**src/rtl/pdepc_pkg.sv**
```systemverilog
// Constants for the port D upper / port E pin control block.
// Assumes a 32-bit APB register bus with byte addresses.
package pdepc_pkg;

  // Register byte offsets
  localparam logic [7:0] OFF_PD_FSEL  = 8'h78;
  localparam logic [7:0] OFF_PD_DATA  = 8'h7c;
  localparam logic [7:0] OFF_PORT_D_DRIVE_LOW  = 8'h80;
  localparam logic [7:0] OFF_PORT_D_DRIVE_HIGH  = 8'h84;
  localparam logic [7:0] OFF_PORT_D_PULL_LOW = 8'h88;
  localparam logic [7:0] OFF_PORT_D_PULL_HIGH = 8'h8c;
  localparam logic [7:0] OFF_PE_FSEL0 = 8'h90;
  localparam logic [7:0] OFF_PE_FSEL1 = 8'h94;

  // Values after reset
  localparam logic [31:0] RST_PD_FSEL = 32'h0000_7777;
  localparam logic [31:0] RST_PD_DATA = 32'h0000_0000;
  localparam logic [31:0] RST_PORT_D_DRIVE_LOW = 32'h5555_5555;
  localparam logic [31:0] RST_PORT_D_DRIVE_HIGH = 32'h0055_5555;
  localparam logic [31:0] RST_PORTD_BIAS_FIELD = 32'h0000_0000;
  localparam logic [31:0] RST_PE_FSEL = 32'h7777_7777;

  // Writable bits; all others reserved and read zero
  localparam logic [31:0] MSK_PD_FSEL = 32'h0000_7777;
  localparam logic [31:0] MSK_PE_FSEL = 32'h7777_7777;
  localparam logic [31:0] MSK_PD_DATA = 32'h0fff_ffff;
  localparam logic [31:0] MSK_FULL    = 32'hffff_ffff;
  localparam logic [31:0] MSK_HIGH    = 32'h00ff_ffff;

  // Selector codes
  localparam logic [2:0] SEL_INPUT  = 3'h0;
  localparam logic [2:0] SEL_OUTPUT = 3'h1;
  localparam logic [2:0] SEL_FUNC2  = 3'h2;
  localparam logic [2:0] SEL_FUNC3  = 3'h3;
  localparam logic [2:0] SEL_OFF    = 3'h7;

  // Pull codes
  localparam logic [1:0] PULL_NONE = 2'h0;
  localparam logic [1:0] PULL_UP   = 2'h1;
  localparam logic [1:0] PULL_DOWN = 2'h2;

  // Field layout
  localparam int SEL_W     = 3;
  localparam int SEL_PITCH = 4;
  localparam int NPD       = 28;
  localparam int NPD_LOW   = 24;
  localparam int NPD_UP    = 4;
  localparam int NPE       = 16;
  localparam int NPIN      = 20;

  // Pins (D24..D27 then E0..E15) that carry a peripheral code
  localparam logic [19:0] FUNC2_OK = 20'h3_ffff;
  localparam logic [19:0] FUNC3_OK = 20'h3_000f;

endpackage : pdepc_pkg

```
**src/rtl/pdepc_sync.sv**
```systemverilog
// Two-flop level synchroniser for pad inputs.
// Assumes inputs are asynchronous to pclk.
`timescale 1ns/1ps
`default_nettype none

module pdepc_sync #(
  parameter int W = 1
) (
  input  wire logic         pclk,
  input  wire logic         presetn,
  input  wire logic [W-1:0] async_in,
  output var  logic [W-1:0] sync_out
);

  // Both stages; first one only feeds the second
  typedef struct packed {
    logic [W-1:0] stage1;
    logic [W-1:0] stage2;
  } pdepc_sync_type;

  pdepc_sync_type sync_q;
  pdepc_sync_type sync_d;

  // Next stage values
  always_comb
  begin
    sync_d        = sync_q;
    sync_d.stage1 = async_in;
    sync_d.stage2 = sync_q.stage1;
  end

  // Register the chain
  always_ff @(posedge pclk or negedge presetn)
  begin
    if (!presetn)
      sync_q <= '0;
    else
      sync_q <= sync_d;
  end

  assign sync_out = sync_q.stage2;

endmodule : pdepc_sync

`default_nettype wire

```
**src/rtl/pdepc_top.sv**
```systemverilog
// Pin control for port D pins 24..27, port D data/drive/pull, port E 0..15.
// Assumes an APB master on pclk and pads asynchronous to pclk.
`timescale 1ns/1ps
`default_nettype none

module pdepc_top #(
  parameter int ADDR_W = 8
) (
  input  wire logic              pclk,
  input  wire logic              presetn,
  // APB slave
  input  wire logic              psel,
  input  wire logic              penable,
  input  wire logic              pwrite,
  input  wire logic [ADDR_W-1:0] paddr,
  input  wire logic [31:0]       pwdata,
  input  wire logic [3:0]        pstrb,
  output var  logic [31:0]       prdata,
  output var  logic              pready,
  output var  logic              pslverr,
  // Port D pads
  input  wire logic [27:0]       portd_pad_in,
  input  wire logic [23:0]       portd_low_is_input,
  output var  logic [23:0]       portd_low_level_out,
  output var  logic [3:0]        portd_up_pad_out,
  output var  logic [3:0]        portd_up_pad_oe,
  output var  logic [3:0]        portd_up_pad_en,
  output var  logic [55:0]       portd_strength_field,
  output var  logic [27:0]       portd_pull_up_en,
  output var  logic [27:0]       portd_pull_down_en,
  // Port E pads
  input  wire logic [15:0]       porte_pad_in,
  input  wire logic [15:0]       porte_out_level,
  output var  logic [15:0]       porte_pin_level,
  output var  logic [15:0]       porte_pad_out,
  output var  logic [15:0]       porte_pad_oe,
  output var  logic [15:0]       porte_pad_en,
  // Display sources
  input  wire logic              panel_pixel_clock,
  input  wire logic              panel_data_enable,
  input  wire logic              panel_horizontal_sync,
  input  wire logic              panel_vertical_sync,
  input  wire logic              diff_clock_positive,
  input  wire logic              diff_clock_negative,
  input  wire logic              diff_lane3_positive,
  input  wire logic              diff_lane3_negative,
  // Camera
  input  wire logic              cam_master_clock,
  output var  logic              cam_pixel_clock,
  output var  logic              cam_hsync,
  output var  logic              cam_vsync,
  output var  logic [7:0]        cam_data,
  input  wire logic              cam_sio_clock_out,
  input  wire logic              cam_sio_clock_oe,
  input  wire logic              cam_sio_data_out,
  input  wire logic              cam_sio_data_oe,
  output var  logic              cam_sio_clock_in,
  output var  logic              cam_sio_data_in,
  // Third two-wire controller
  input  wire logic              third_twowire_clock_out,
  input  wire logic              third_twowire_clock_oe,
  input  wire logic              third_twowire_data_out,
  input  wire logic              third_twowire_data_oe,
  output var  logic              third_twowire_clock,
  output var  logic              third_twowire_data
);

  // Whole block state
  typedef struct packed {
    logic [31:0] fsel_d;    // Port D upper selectors
    logic [31:0] level;     // Port D data bits
    logic [31:0] drv_lo;    // Drive, pins 0..15
    logic [31:0] drv_hi;    // Drive, pins 16..27
    logic [31:0] pull_lo;   // Pull, pins 0..15
    logic [31:0] pull_hi;   // Pull, pins 16..27
    logic [31:0] fsel_e0;   // Port E selectors 0..7
    logic [31:0] fsel_e1;   // Port E selectors 8..15
    logic [31:0] rdata;     // Read answer
    logic        ready;     // Answer strobe
    logic        err;       // Unmapped access
    logic [19:0] pad_out;   // Pad drive values
    logic [19:0] pad_oe;    // Pad output enables
    logic [19:0] pad_en;    // Pad enables
    logic [55:0] strength;  // Drive levels out
    logic [27:0] pull_up;   // Decoded pull-up
    logic [27:0] pull_dn;   // Decoded pull-down
    logic [15:0] pe_level;  // Port E levels
    logic        cam_pclk;  // Camera pixel clock in
    logic        cam_hs;    // Camera hsync in
    logic        cam_vs;    // Camera vsync in
    logic [7:0]  cam_d;     // Camera data in
    logic        csi_scl;   // Camera serial clock in
    logic        csi_sda;   // Camera serial data in
    logic        tw_scl;    // Two-wire clock in
    logic        tw_sda;    // Two-wire data in
  } pdepc_state_type;

  pdepc_state_type st_q;
  pdepc_state_type st_d;

  logic [43:0]   pad_sync;    // Synchronised pad levels
  logic [79:0]   sel_nib;     // All selector nibbles
  logic [19:0]   pin_data;    // Data bit per pin
  logic [19:0]   f2_out;      // Code 010 drive value
  logic [19:0]   f2_oe;       // Code 010 enable
  logic [19:0]   f3_out;      // Code 011 drive value
  logic [19:0]   f3_oe;       // Code 011 enable
  logic [19:0]   nx_out;      // Next pad value
  logic [19:0]   nx_oe;       // Next pad enable
  logic [19:0]   nx_en;       // Next pad on
  logic [19:0]   is_in;       // Pin set as input
  logic [19:0]   is_f2;       // Pin on code 010
  logic [19:0]   is_f3;       // Pin on code 011
  logic [27:0]   pu_w;        // Pull-up decode
  logic [27:0]   pd_w;        // Pull-down decode
  logic [27:0]   d_in_mask;   // Port D bits read live
  logic [15:0]   e_lvl;       // Port E levels
  logic [31:0]   wmask;       // Byte lanes to bits
  logic [31:0]   rd_val;      // Read mux result
  logic          rd_hit;      // Address mapped
  logic          setup_acc;   // First access cycle
  logic          wr_fire;     // Write completes

  // Pad level synchroniser
  pdepc_sync #(
    .W (44)
  ) u_sync (
    .pclk     (pclk),
    .presetn  (presetn),
    .async_in ({porte_pad_in, portd_pad_in}),
    .sync_out (pad_sync)
  );

  assign e_lvl    = pad_sync[43:28];
  assign sel_nib  = {st_q.fsel_e1, st_q.fsel_e0, st_q.fsel_d[15:0]};
  assign pin_data = {porte_out_level, st_q.level[27:24]};

  // Code 010 sources: panel, camera clock, camera serial
  assign f2_out = {2'b00, cam_sio_data_out, cam_sio_clock_out, 10'h000,
                   cam_master_clock, 1'b0, panel_vertical_sync,
                   panel_horizontal_sync, panel_data_enable,
                   panel_pixel_clock};
  assign f2_oe  = {2'b00, cam_sio_data_oe, cam_sio_clock_oe, 10'h000,
                   1'b1, 1'b0, 4'hf};

  // Code 011 sources: differential pairs, third two-wire
  assign f3_out = {2'b00, third_twowire_data_out, third_twowire_clock_out,
                   12'h000, diff_lane3_negative, diff_lane3_positive,
                   diff_clock_negative, diff_clock_positive};
  assign f3_oe  = {2'b00, third_twowire_data_oe, third_twowire_clock_oe,
                   12'h000, 4'hf};

  // Per pin routing; reserved codes fall to pad off
  for (genvar i = 0; i < pdepc_pkg::NPIN; i++)
  begin : g_pin
    logic [2:0] sel;
    logic       ok2;
    logic       ok3;
    assign sel = sel_nib[pdepc_pkg::SEL_PITCH*i +: pdepc_pkg::SEL_W];
    assign ok2 = pdepc_pkg::FUNC2_OK[i];
    assign ok3 = pdepc_pkg::FUNC3_OK[i];
    assign is_in[i] = (sel == pdepc_pkg::SEL_INPUT);
    assign is_f2[i] = (sel == pdepc_pkg::SEL_FUNC2) && ok2;
    assign is_f3[i] = (sel == pdepc_pkg::SEL_FUNC3) && ok3;

    always_comb
    begin
      nx_out[i] = 1'b0;
      nx_oe[i]  = 1'b0;
      nx_en[i]  = 1'b0;
      case (sel)
        pdepc_pkg::SEL_INPUT:
        begin
          // Receive only
          nx_en[i] = 1'b1;
        end
        pdepc_pkg::SEL_OUTPUT:
        begin
          // Drive the data bit
          nx_en[i]  = 1'b1;
          nx_oe[i]  = 1'b1;
          nx_out[i] = pin_data[i];
        end
        pdepc_pkg::SEL_FUNC2:
        begin
          // First peripheral, if the pin has one
          nx_en[i]  = ok2;
          nx_oe[i]  = ok2 & f2_oe[i];
          nx_out[i] = ok2 & f2_out[i];
        end
        pdepc_pkg::SEL_FUNC3:
        begin
          // Second peripheral, if the pin has one
          nx_en[i]  = ok3;
          nx_oe[i]  = ok3 & f3_oe[i];
          nx_out[i] = ok3 & f3_out[i];
        end
        default:
        begin
          // Pad off, also for reserved codes
          nx_en[i] = 1'b0;
        end
      endcase
    end
  end

  // Pull decode; reserved code gives no pull
  for (genvar p = 0; p < pdepc_pkg::NPD; p++)
  begin : g_pull
    logic [1:0] code;
    if (p < 16)
    begin : g_lo
      assign code = st_q.pull_lo[2*p +: 2];
    end
    else
    begin : g_hi
      assign code = st_q.pull_hi[2*(p-16) +: 2];
    end
    assign pu_w[p] = (code == pdepc_pkg::PULL_UP);
    assign pd_w[p] = (code == pdepc_pkg::PULL_DOWN);
  end

  // Input pins read live levels
  assign d_in_mask = {is_in[3:0], portd_low_is_input};

  // Byte enables to bit mask
  for (genvar b = 0; b < 4; b++)
  begin : g_lane
    assign wmask[8*b +: 8] = {8{pstrb[b]}};
  end

  // Register read mux
  always_comb
  begin
    rd_val = 32'h0000_0000;
    rd_hit = (paddr[1:0] == 2'b00);
    case (paddr[7:0])
      pdepc_pkg::OFF_PD_FSEL:  rd_val = st_q.fsel_d;
      pdepc_pkg::OFF_PD_DATA:
      begin
        // Outputs and peripheral pins read the stored bit
        rd_val = {4'h0, (st_q.level[27:0] & ~d_in_mask)
                       | (pad_sync[27:0] & d_in_mask)};
      end
      pdepc_pkg::OFF_PORT_D_DRIVE_LOW:  rd_val = st_q.drv_lo;
      pdepc_pkg::OFF_PORT_D_DRIVE_HIGH:  rd_val = st_q.drv_hi;
      pdepc_pkg::OFF_PORT_D_PULL_LOW: rd_val = st_q.pull_lo;
      pdepc_pkg::OFF_PORT_D_PULL_HIGH: rd_val = st_q.pull_hi;
      pdepc_pkg::OFF_PE_FSEL0: rd_val = st_q.fsel_e0;
      pdepc_pkg::OFF_PE_FSEL1: rd_val = st_q.fsel_e1;
      default:                 rd_hit = 1'b0;
    endcase
    if (ADDR_W > 8 && (paddr >> 8) != '0)
      rd_hit = 1'b0;
  end

  assign setup_acc = psel & penable & ~st_q.ready;
  assign wr_fire   = psel & penable & st_q.ready & pwrite & rd_hit;

  // Next state
  always_comb
  begin
    st_d = st_q;
    // One wait state, then answer
    st_d.ready = setup_acc;
    st_d.err   = setup_acc & ~rd_hit;
    st_d.rdata = (setup_acc & ~pwrite & rd_hit) ? rd_val : 32'h0000_0000;
    // Stores, masked to writable bits
    if (wr_fire)
    begin
      case (paddr[7:0])
        pdepc_pkg::OFF_PD_FSEL:
          st_d.fsel_d = (st_q.fsel_d & ~wmask)
                      | (pwdata & wmask & pdepc_pkg::MSK_PD_FSEL);
        pdepc_pkg::OFF_PD_DATA:
          st_d.level = (st_q.level & ~wmask)
                     | (pwdata & wmask & pdepc_pkg::MSK_PD_DATA);
        pdepc_pkg::OFF_PORT_D_DRIVE_LOW:
          st_d.drv_lo = (st_q.drv_lo & ~wmask)
                      | (pwdata & wmask & pdepc_pkg::MSK_FULL);
        pdepc_pkg::OFF_PORT_D_DRIVE_HIGH:
          st_d.drv_hi = (st_q.drv_hi & ~wmask)
                      | (pwdata & wmask & pdepc_pkg::MSK_HIGH);
        pdepc_pkg::OFF_PORT_D_PULL_LOW:
          st_d.pull_lo = (st_q.pull_lo & ~wmask)
                       | (pwdata & wmask & pdepc_pkg::MSK_FULL);
        pdepc_pkg::OFF_PORT_D_PULL_HIGH:
          st_d.pull_hi = (st_q.pull_hi & ~wmask)
                       | (pwdata & wmask & pdepc_pkg::MSK_HIGH);
        pdepc_pkg::OFF_PE_FSEL0:
          st_d.fsel_e0 = (st_q.fsel_e0 & ~wmask)
                       | (pwdata & wmask & pdepc_pkg::MSK_PE_FSEL);
        pdepc_pkg::OFF_PE_FSEL1:
          st_d.fsel_e1 = (st_q.fsel_e1 & ~wmask)
                       | (pwdata & wmask & pdepc_pkg::MSK_PE_FSEL);
        default:
          st_d.err = 1'b0;
      endcase
    end
    // Pad side, registered once
    st_d.pad_out  = nx_out;
    st_d.pad_oe   = nx_oe;
    st_d.pad_en   = nx_en;
    st_d.strength = {st_q.drv_hi[23:0], st_q.drv_lo};
    st_d.pull_up  = pu_w;
    st_d.pull_dn  = pd_w;
    st_d.pe_level = e_lvl;
    // Camera inputs, low when not routed
    st_d.cam_pclk = is_f2[4] & e_lvl[0];
    st_d.cam_hs   = is_f2[6] & e_lvl[2];
    st_d.cam_vs   = is_f2[7] & e_lvl[3];
    st_d.cam_d    = is_f2[15:8] & e_lvl[11:4];
    // Serial inputs idle high when not routed
    st_d.csi_scl  = ~is_f2[16] | e_lvl[12];
    st_d.csi_sda  = ~is_f2[17] | e_lvl[13];
    st_d.tw_scl   = ~is_f3[16] | e_lvl[12];
    st_d.tw_sda   = ~is_f3[17] | e_lvl[13];
  end

  // State register with reset values
  always_ff @(posedge pclk or negedge presetn)
  begin
    if (!presetn)
    begin
      st_q         <= '0;
      st_q.fsel_d  <= pdepc_pkg::RST_PD_FSEL;
      st_q.level   <= pdepc_pkg::RST_PD_DATA;
      st_q.drv_lo  <= pdepc_pkg::RST_PORT_D_DRIVE_LOW;
      st_q.drv_hi  <= pdepc_pkg::RST_PORT_D_DRIVE_HIGH;
      st_q.pull_lo <= pdepc_pkg::RST_PORTD_BIAS_FIELD;
      st_q.pull_hi <= pdepc_pkg::RST_PORTD_BIAS_FIELD;
      st_q.fsel_e0 <= pdepc_pkg::RST_PE_FSEL;
      st_q.fsel_e1 <= pdepc_pkg::RST_PE_FSEL;
      st_q.strength <= {pdepc_pkg::RST_PORT_D_DRIVE_HIGH[23:0], pdepc_pkg::RST_PORT_D_DRIVE_LOW};
      st_q.csi_scl <= 1'b1;
      st_q.csi_sda <= 1'b1;
      st_q.tw_scl  <= 1'b1;
      st_q.tw_sda  <= 1'b1;
    end
    else
    begin
      st_q <= st_d;
    end
  end

  // Outputs straight from state
  assign prdata               = st_q.rdata;
  assign pready               = st_q.ready;
  assign pslverr              = st_q.err;
  assign portd_low_level_out  = st_q.level[23:0];
  assign portd_up_pad_out     = st_q.pad_out[3:0];
  assign portd_up_pad_oe      = st_q.pad_oe[3:0];
  assign portd_up_pad_en      = st_q.pad_en[3:0];
  assign porte_pad_out        = st_q.pad_out[19:4];
  assign porte_pad_oe         = st_q.pad_oe[19:4];
  assign porte_pad_en         = st_q.pad_en[19:4];
  assign portd_strength_field = st_q.strength;
  assign portd_pull_up_en     = st_q.pull_up;
  assign portd_pull_down_en   = st_q.pull_dn;
  assign porte_pin_level      = st_q.pe_level;
  assign cam_pixel_clock      = st_q.cam_pclk;
  assign cam_hsync            = st_q.cam_hs;
  assign cam_vsync            = st_q.cam_vs;
  assign cam_data             = st_q.cam_d;
  assign cam_sio_clock_in     = st_q.csi_scl;
  assign cam_sio_data_in      = st_q.csi_sda;
  assign third_twowire_clock  = st_q.tw_scl;
  assign third_twowire_data   = st_q.tw_sda;

endmodule : pdepc_top

`default_nettype wire

```
**config.mk**
```make
export PLATFORM = sky130hd
export DESIGN_NAME = pdepc_top
export DESIGN_NICKNAME = d
export VERILOG_FILES = /design/src/rtl/pdepc_pkg.sv /design/src/rtl/pdepc_sync.sv /design/src/rtl/pdepc_top.sv
export SDC_FILE = /design/constraint.sdc
export NUM_CORES = 1
export LEC_CHECK = 0
export BUFFER_PORTS_ARGS = -buffer_cell sky130_fd_sc_hd__buf_4
export CELL_PAD_IN_SITES_DETAIL_PLACEMENT = 0
export CELL_PAD_IN_SITES_GLOBAL_PLACEMENT = 1
export CORE_ASPECT_RATIO = 0.5
export CORE_MARGIN = 3
export CORE_UTILIZATION = 41
export DETAILED_ROUTE_END_ITERATION = 10
export PLACE_DENSITY_LB_ADDON = 0.1
export SLEW_MARGIN = 25
export SYNTH_ARGS = -nofsm -noshare
export SYNTH_HDL_FRONTEND = slang
export SYNTH_SLANG_ARGS = --single-unit
export TNS_END_PERCENT = 50
```
**constraint.sdc**
```tcl
create_clock -name pclk -period 1.55 [get_ports pclk]
set_input_delay 0.3875 -clock pclk [delete_from_list [all_inputs] [get_ports pclk]]
set_output_delay 0.3875 -clock pclk [all_outputs]
set_load 0.02 [all_outputs]
```
==> insert_results.sql <==
INSERT INTO impl_metrics (metric_group, metric, value, unit) VALUES
('clocking', 'numCtsBuffers', '51', ''),
('floorplan', 'site_rows', '60', ''),
('yosys', 'synthCells', '1599', ''),
('grt', 'grtUsageTotal', '21.7', '%'),
('yosys', 'post_synth_instance_area', '0.0230', 'sq mm'),
('placed_design', 'place_ws', '-779', 'ps'),
('worst_setup_path', 'setup.worst_path.class', 'reg2reg', ''),
('sta', 'report.final.setup_viol', '248', ''),
('drt', 'routed_length_per_instance', '23.2', 'microns'),
('run_status', 'violated_checks', 'negative setup slack', ''),
('yosys', 'synthesized_area_divided_by_synthesized_cell_count', '14.4', 'sq um'),
('placed_design', 'dp.cells', '2628', ''),
('pwr', 'power_leakage', '14.3', 'nW'),
('yosys', 'ys_top_cells_by_count', '457 x dfrtp_1, 252 x buf_4, 221 x mux2_2', ''),
('floorplan', 'die_area', '0.0591', 'sq mm'),
('worst_setup_path', 'end_kind', 'flop', ''),
('floorplan', 'start_util', '42.1', '%'),
('yosys', 'netlist.area_leader.share', '49.7', '%'),
('yosys', 'yosys.area.top_type', 'dfrtp_1', ''),
('floorplan', 'ioPinCount', '411', ''),
('worst_setup_path', 'required', '2030', 'ps'),
('placed_design', 'port-buffer-count', '410', ''),
('final_layout', 'nets', '2145', ''),
('drt', 'drc', '0', ''),
('sta', 'final-hold-violation-count', '0', ''),
('sta', 'rsz_0062_raised_after_global_routing', 'yes', ''),
('placed_design', 'hpwl', '47000', 'microns'),
('clocking', 'clk_pin_slew_worst_paths', '60', 'ps'),
('clocking', 'htree_num_levels', '2', ''),
('drt', 'wirelength', '64400', 'microns'),
('yosys', 'dominant_cells_by_area_after_synthesis', 'dfrtp_1 50%, dfstp_2 14%, mux2_2 11%, buf_4 8.2%, nor2b_1 2.0%', ''),
('yosys', 'number_of_distinct_standard_cells_referenced_by_the_synthesized_netlist', '59', ''),
('drt', 'drt.antenna.violating_nets', '0', ''),
('drt', 'drtIter0Drc', '779', ''),
('floorplan', 'core_region_area', '0.0546', 'sq mm'),
('drt', 'route.detailed.vias_per_inst', '5.00', ''),
('sta', 'tightestPinTransition', '596', 'ps'),
('clocking', 'clock_tree_from_tritoncts', 'built', ''),
('drt', 'detail_route.first_pass.iterations', '5', ''),
('yosys', 'ys_seq_elements', '577', ''),
('final_layout', 'utilization', '55.9', '%'),
('yosys', 'synth-async-reset-ratio', '100', '%'),
('worst_setup_path', 'maximum_net_fanout_on_the_critical_path', '8', ''),
('sta', 'worst_slew_margin_rel', '59.9', '%'),
('placed_design', 'dpl-instance-area', '0.0269', 'sq mm'),
('grt', 'antenna_found_initial', '2', ''),
('clocking', 'max-clock-path-buffers', '3', ''),
('clocking', 'clock_insertion_delay_worst_skew', '590', 'ps'),
('clocking', 'cts.sink_count', '577', ''),
('yosys', 'yosys.cell_count.top_type', 'dfrtp_1', ''),
('floorplan', 'die_height', '173', 'microns'),
('worst_setup_path', 'worst_path_largest_cell_delay', '380', 'ps'),
('run', 'cap_viol_max_count', '0', ''),
('clocking', 'clockRootBuffer', 'clkbuf_16', ''),
('sta', 'final_max_slew_viol_count', '0', ''),
('sta', 'timing.hold.ws', '39.7', 'ps'),
('yosys', 'mappedNetlistNets', '1749', ''),
('final_layout', 'number_of_fill_cells_in_the_layout', '4446', ''),
('sta', 'layout_worst_path_cycle_share', '112', '%'),
('grt', 'grt_start_max_net_pins', '78', ''),
('worst_setup_path', 'worstSetupStartpointType', 'flop', ''),
('grt', 'grt_pass1_vias', '15600', ''),
('run_status', 'run_status', 'finished, violations left', ''),
('sta', 'maxClockFrequency', '576', 'MHz'),
('yosys', 'yosysSeqAreaShare', '63.4', '%'),
('worst_setup_path', 'critical_path.cell_chain', 'and4_4 > buf_6 > nand3_4 > nor2_4 > buf_12 > mux2_2', ''),
('hold_path', 'type_of_the_tightest_min_delay_check', 'in2reg', ''),
('pwr', 'total_power', '30.0', 'mW'),
('grt', 'grt_overflow_total', '0', ''),
('yosys', 'synth.yosys.warnings', '0', ''),
('sta', 'timing.final.ws_setup', '-185', 'ps');
-- worst max-delay path, delay by kind of cell, from the launching register on --
kind                   cells  cell delay [ps]
DFF                        1              380
buffers and inverters      2              290
and+or+nand+nor            3              600
muxes                      1              330
-- layout by cell type, fill, tap and decap left out, drive strengths merged, types with 4 or more instances in the layout --
cell type,n
bufinv,4
nand3b,5
nor4bb,11
nand3,18
dlygate4sd3,56
mux2i,21
mux4,20
o22ai,5
nand2,39
dfstp,120
a21oi,39
a22oi,41
clkbuf,78
nor4,4
a31oi,11
nor2,45
and2,50
mux2,246
dfrtp,457
nor3,12
buf,576
o21ai,5
nor2b,74
nor3b,12
clkinv,10
inv,10
a22o,12
o2bb2ai,15
-- report_power, final --
group          internal [mW]  total [mW]  switching, mW
Clock                   7.59        13.3           5.66
Sequential              15.2        15.3         0.0527
Combinational          0.657        1.49          0.833
-- layer usage --
layer,track usage [%],vias up,routed length (microns)
li1,-,6107,-
met1,28.8,7349,27700
met2,36.6,359,31900
met3,4.86,84,3600
met4,4.76,0,1230
met5,0,-,0
-- final cells by class --
| class | count | area (sq um) | area share (%) |
|---|---|---|---|
| inverter | 10 | 37.5 | 0.123 |
| clock buffer | 78 | 1560 | 5.12 |
| antenna | 1 | 2.50 | 0.00821 |
| tap | 744 | 931 | 3.05 |
| sequential | 577 | 14600 | 47.9 |
| clock inverter | 15 | 181 | 0.595 |
| timing repair buffer | 632 | 5910 | 19.4 |
| multi-input combinational | 723 | 7270 | 23.9 |
-- logic make-up (layout without fill, tap and decap cells) --
kind of cell | Yosys count | count (layout) | synth area share, %
mux | 287 | 287 | 14.9
compound gates | 142 | 142 | 4.30
buf+inv | 299 | 735 | 9.07
other cells | 0 | 1 | 0
xor+xnor | 1 | 1 | 0.0381
simple gates | 293 | 293 | 8.23
flops | 577 | 577 | 63.4
-- repair_timing --
action	4_1_cts	5_1_grt
pin swaps	15	28
endpoints found under the setup margin	374	405
hold buffers	56	0
hold endpoints to repair	201	0
gates cloned	0	0
resized for setup	188	145
buffers inserted	2	2
-- worst paths after layout --
check                                        endpoint                start  slack [ps]  cells after the start
min reg2reg                       u_sync.sync_out[31]    u_sync.sync_d[31]         350                      0
max in group asynchronous          porte_pin_level[0]              presetn         560                      4
min                                 porte_pad_out[14]  porte_out_level[14]          40                      2
max                                              flop               pready        -190                      6
max reg2reg                                      flop               pready        -190                      6
min in group asynchronous  asynchronous set/reset pin              presetn         260                      2
No activity file was read; power rests on OpenSTA's default activity.
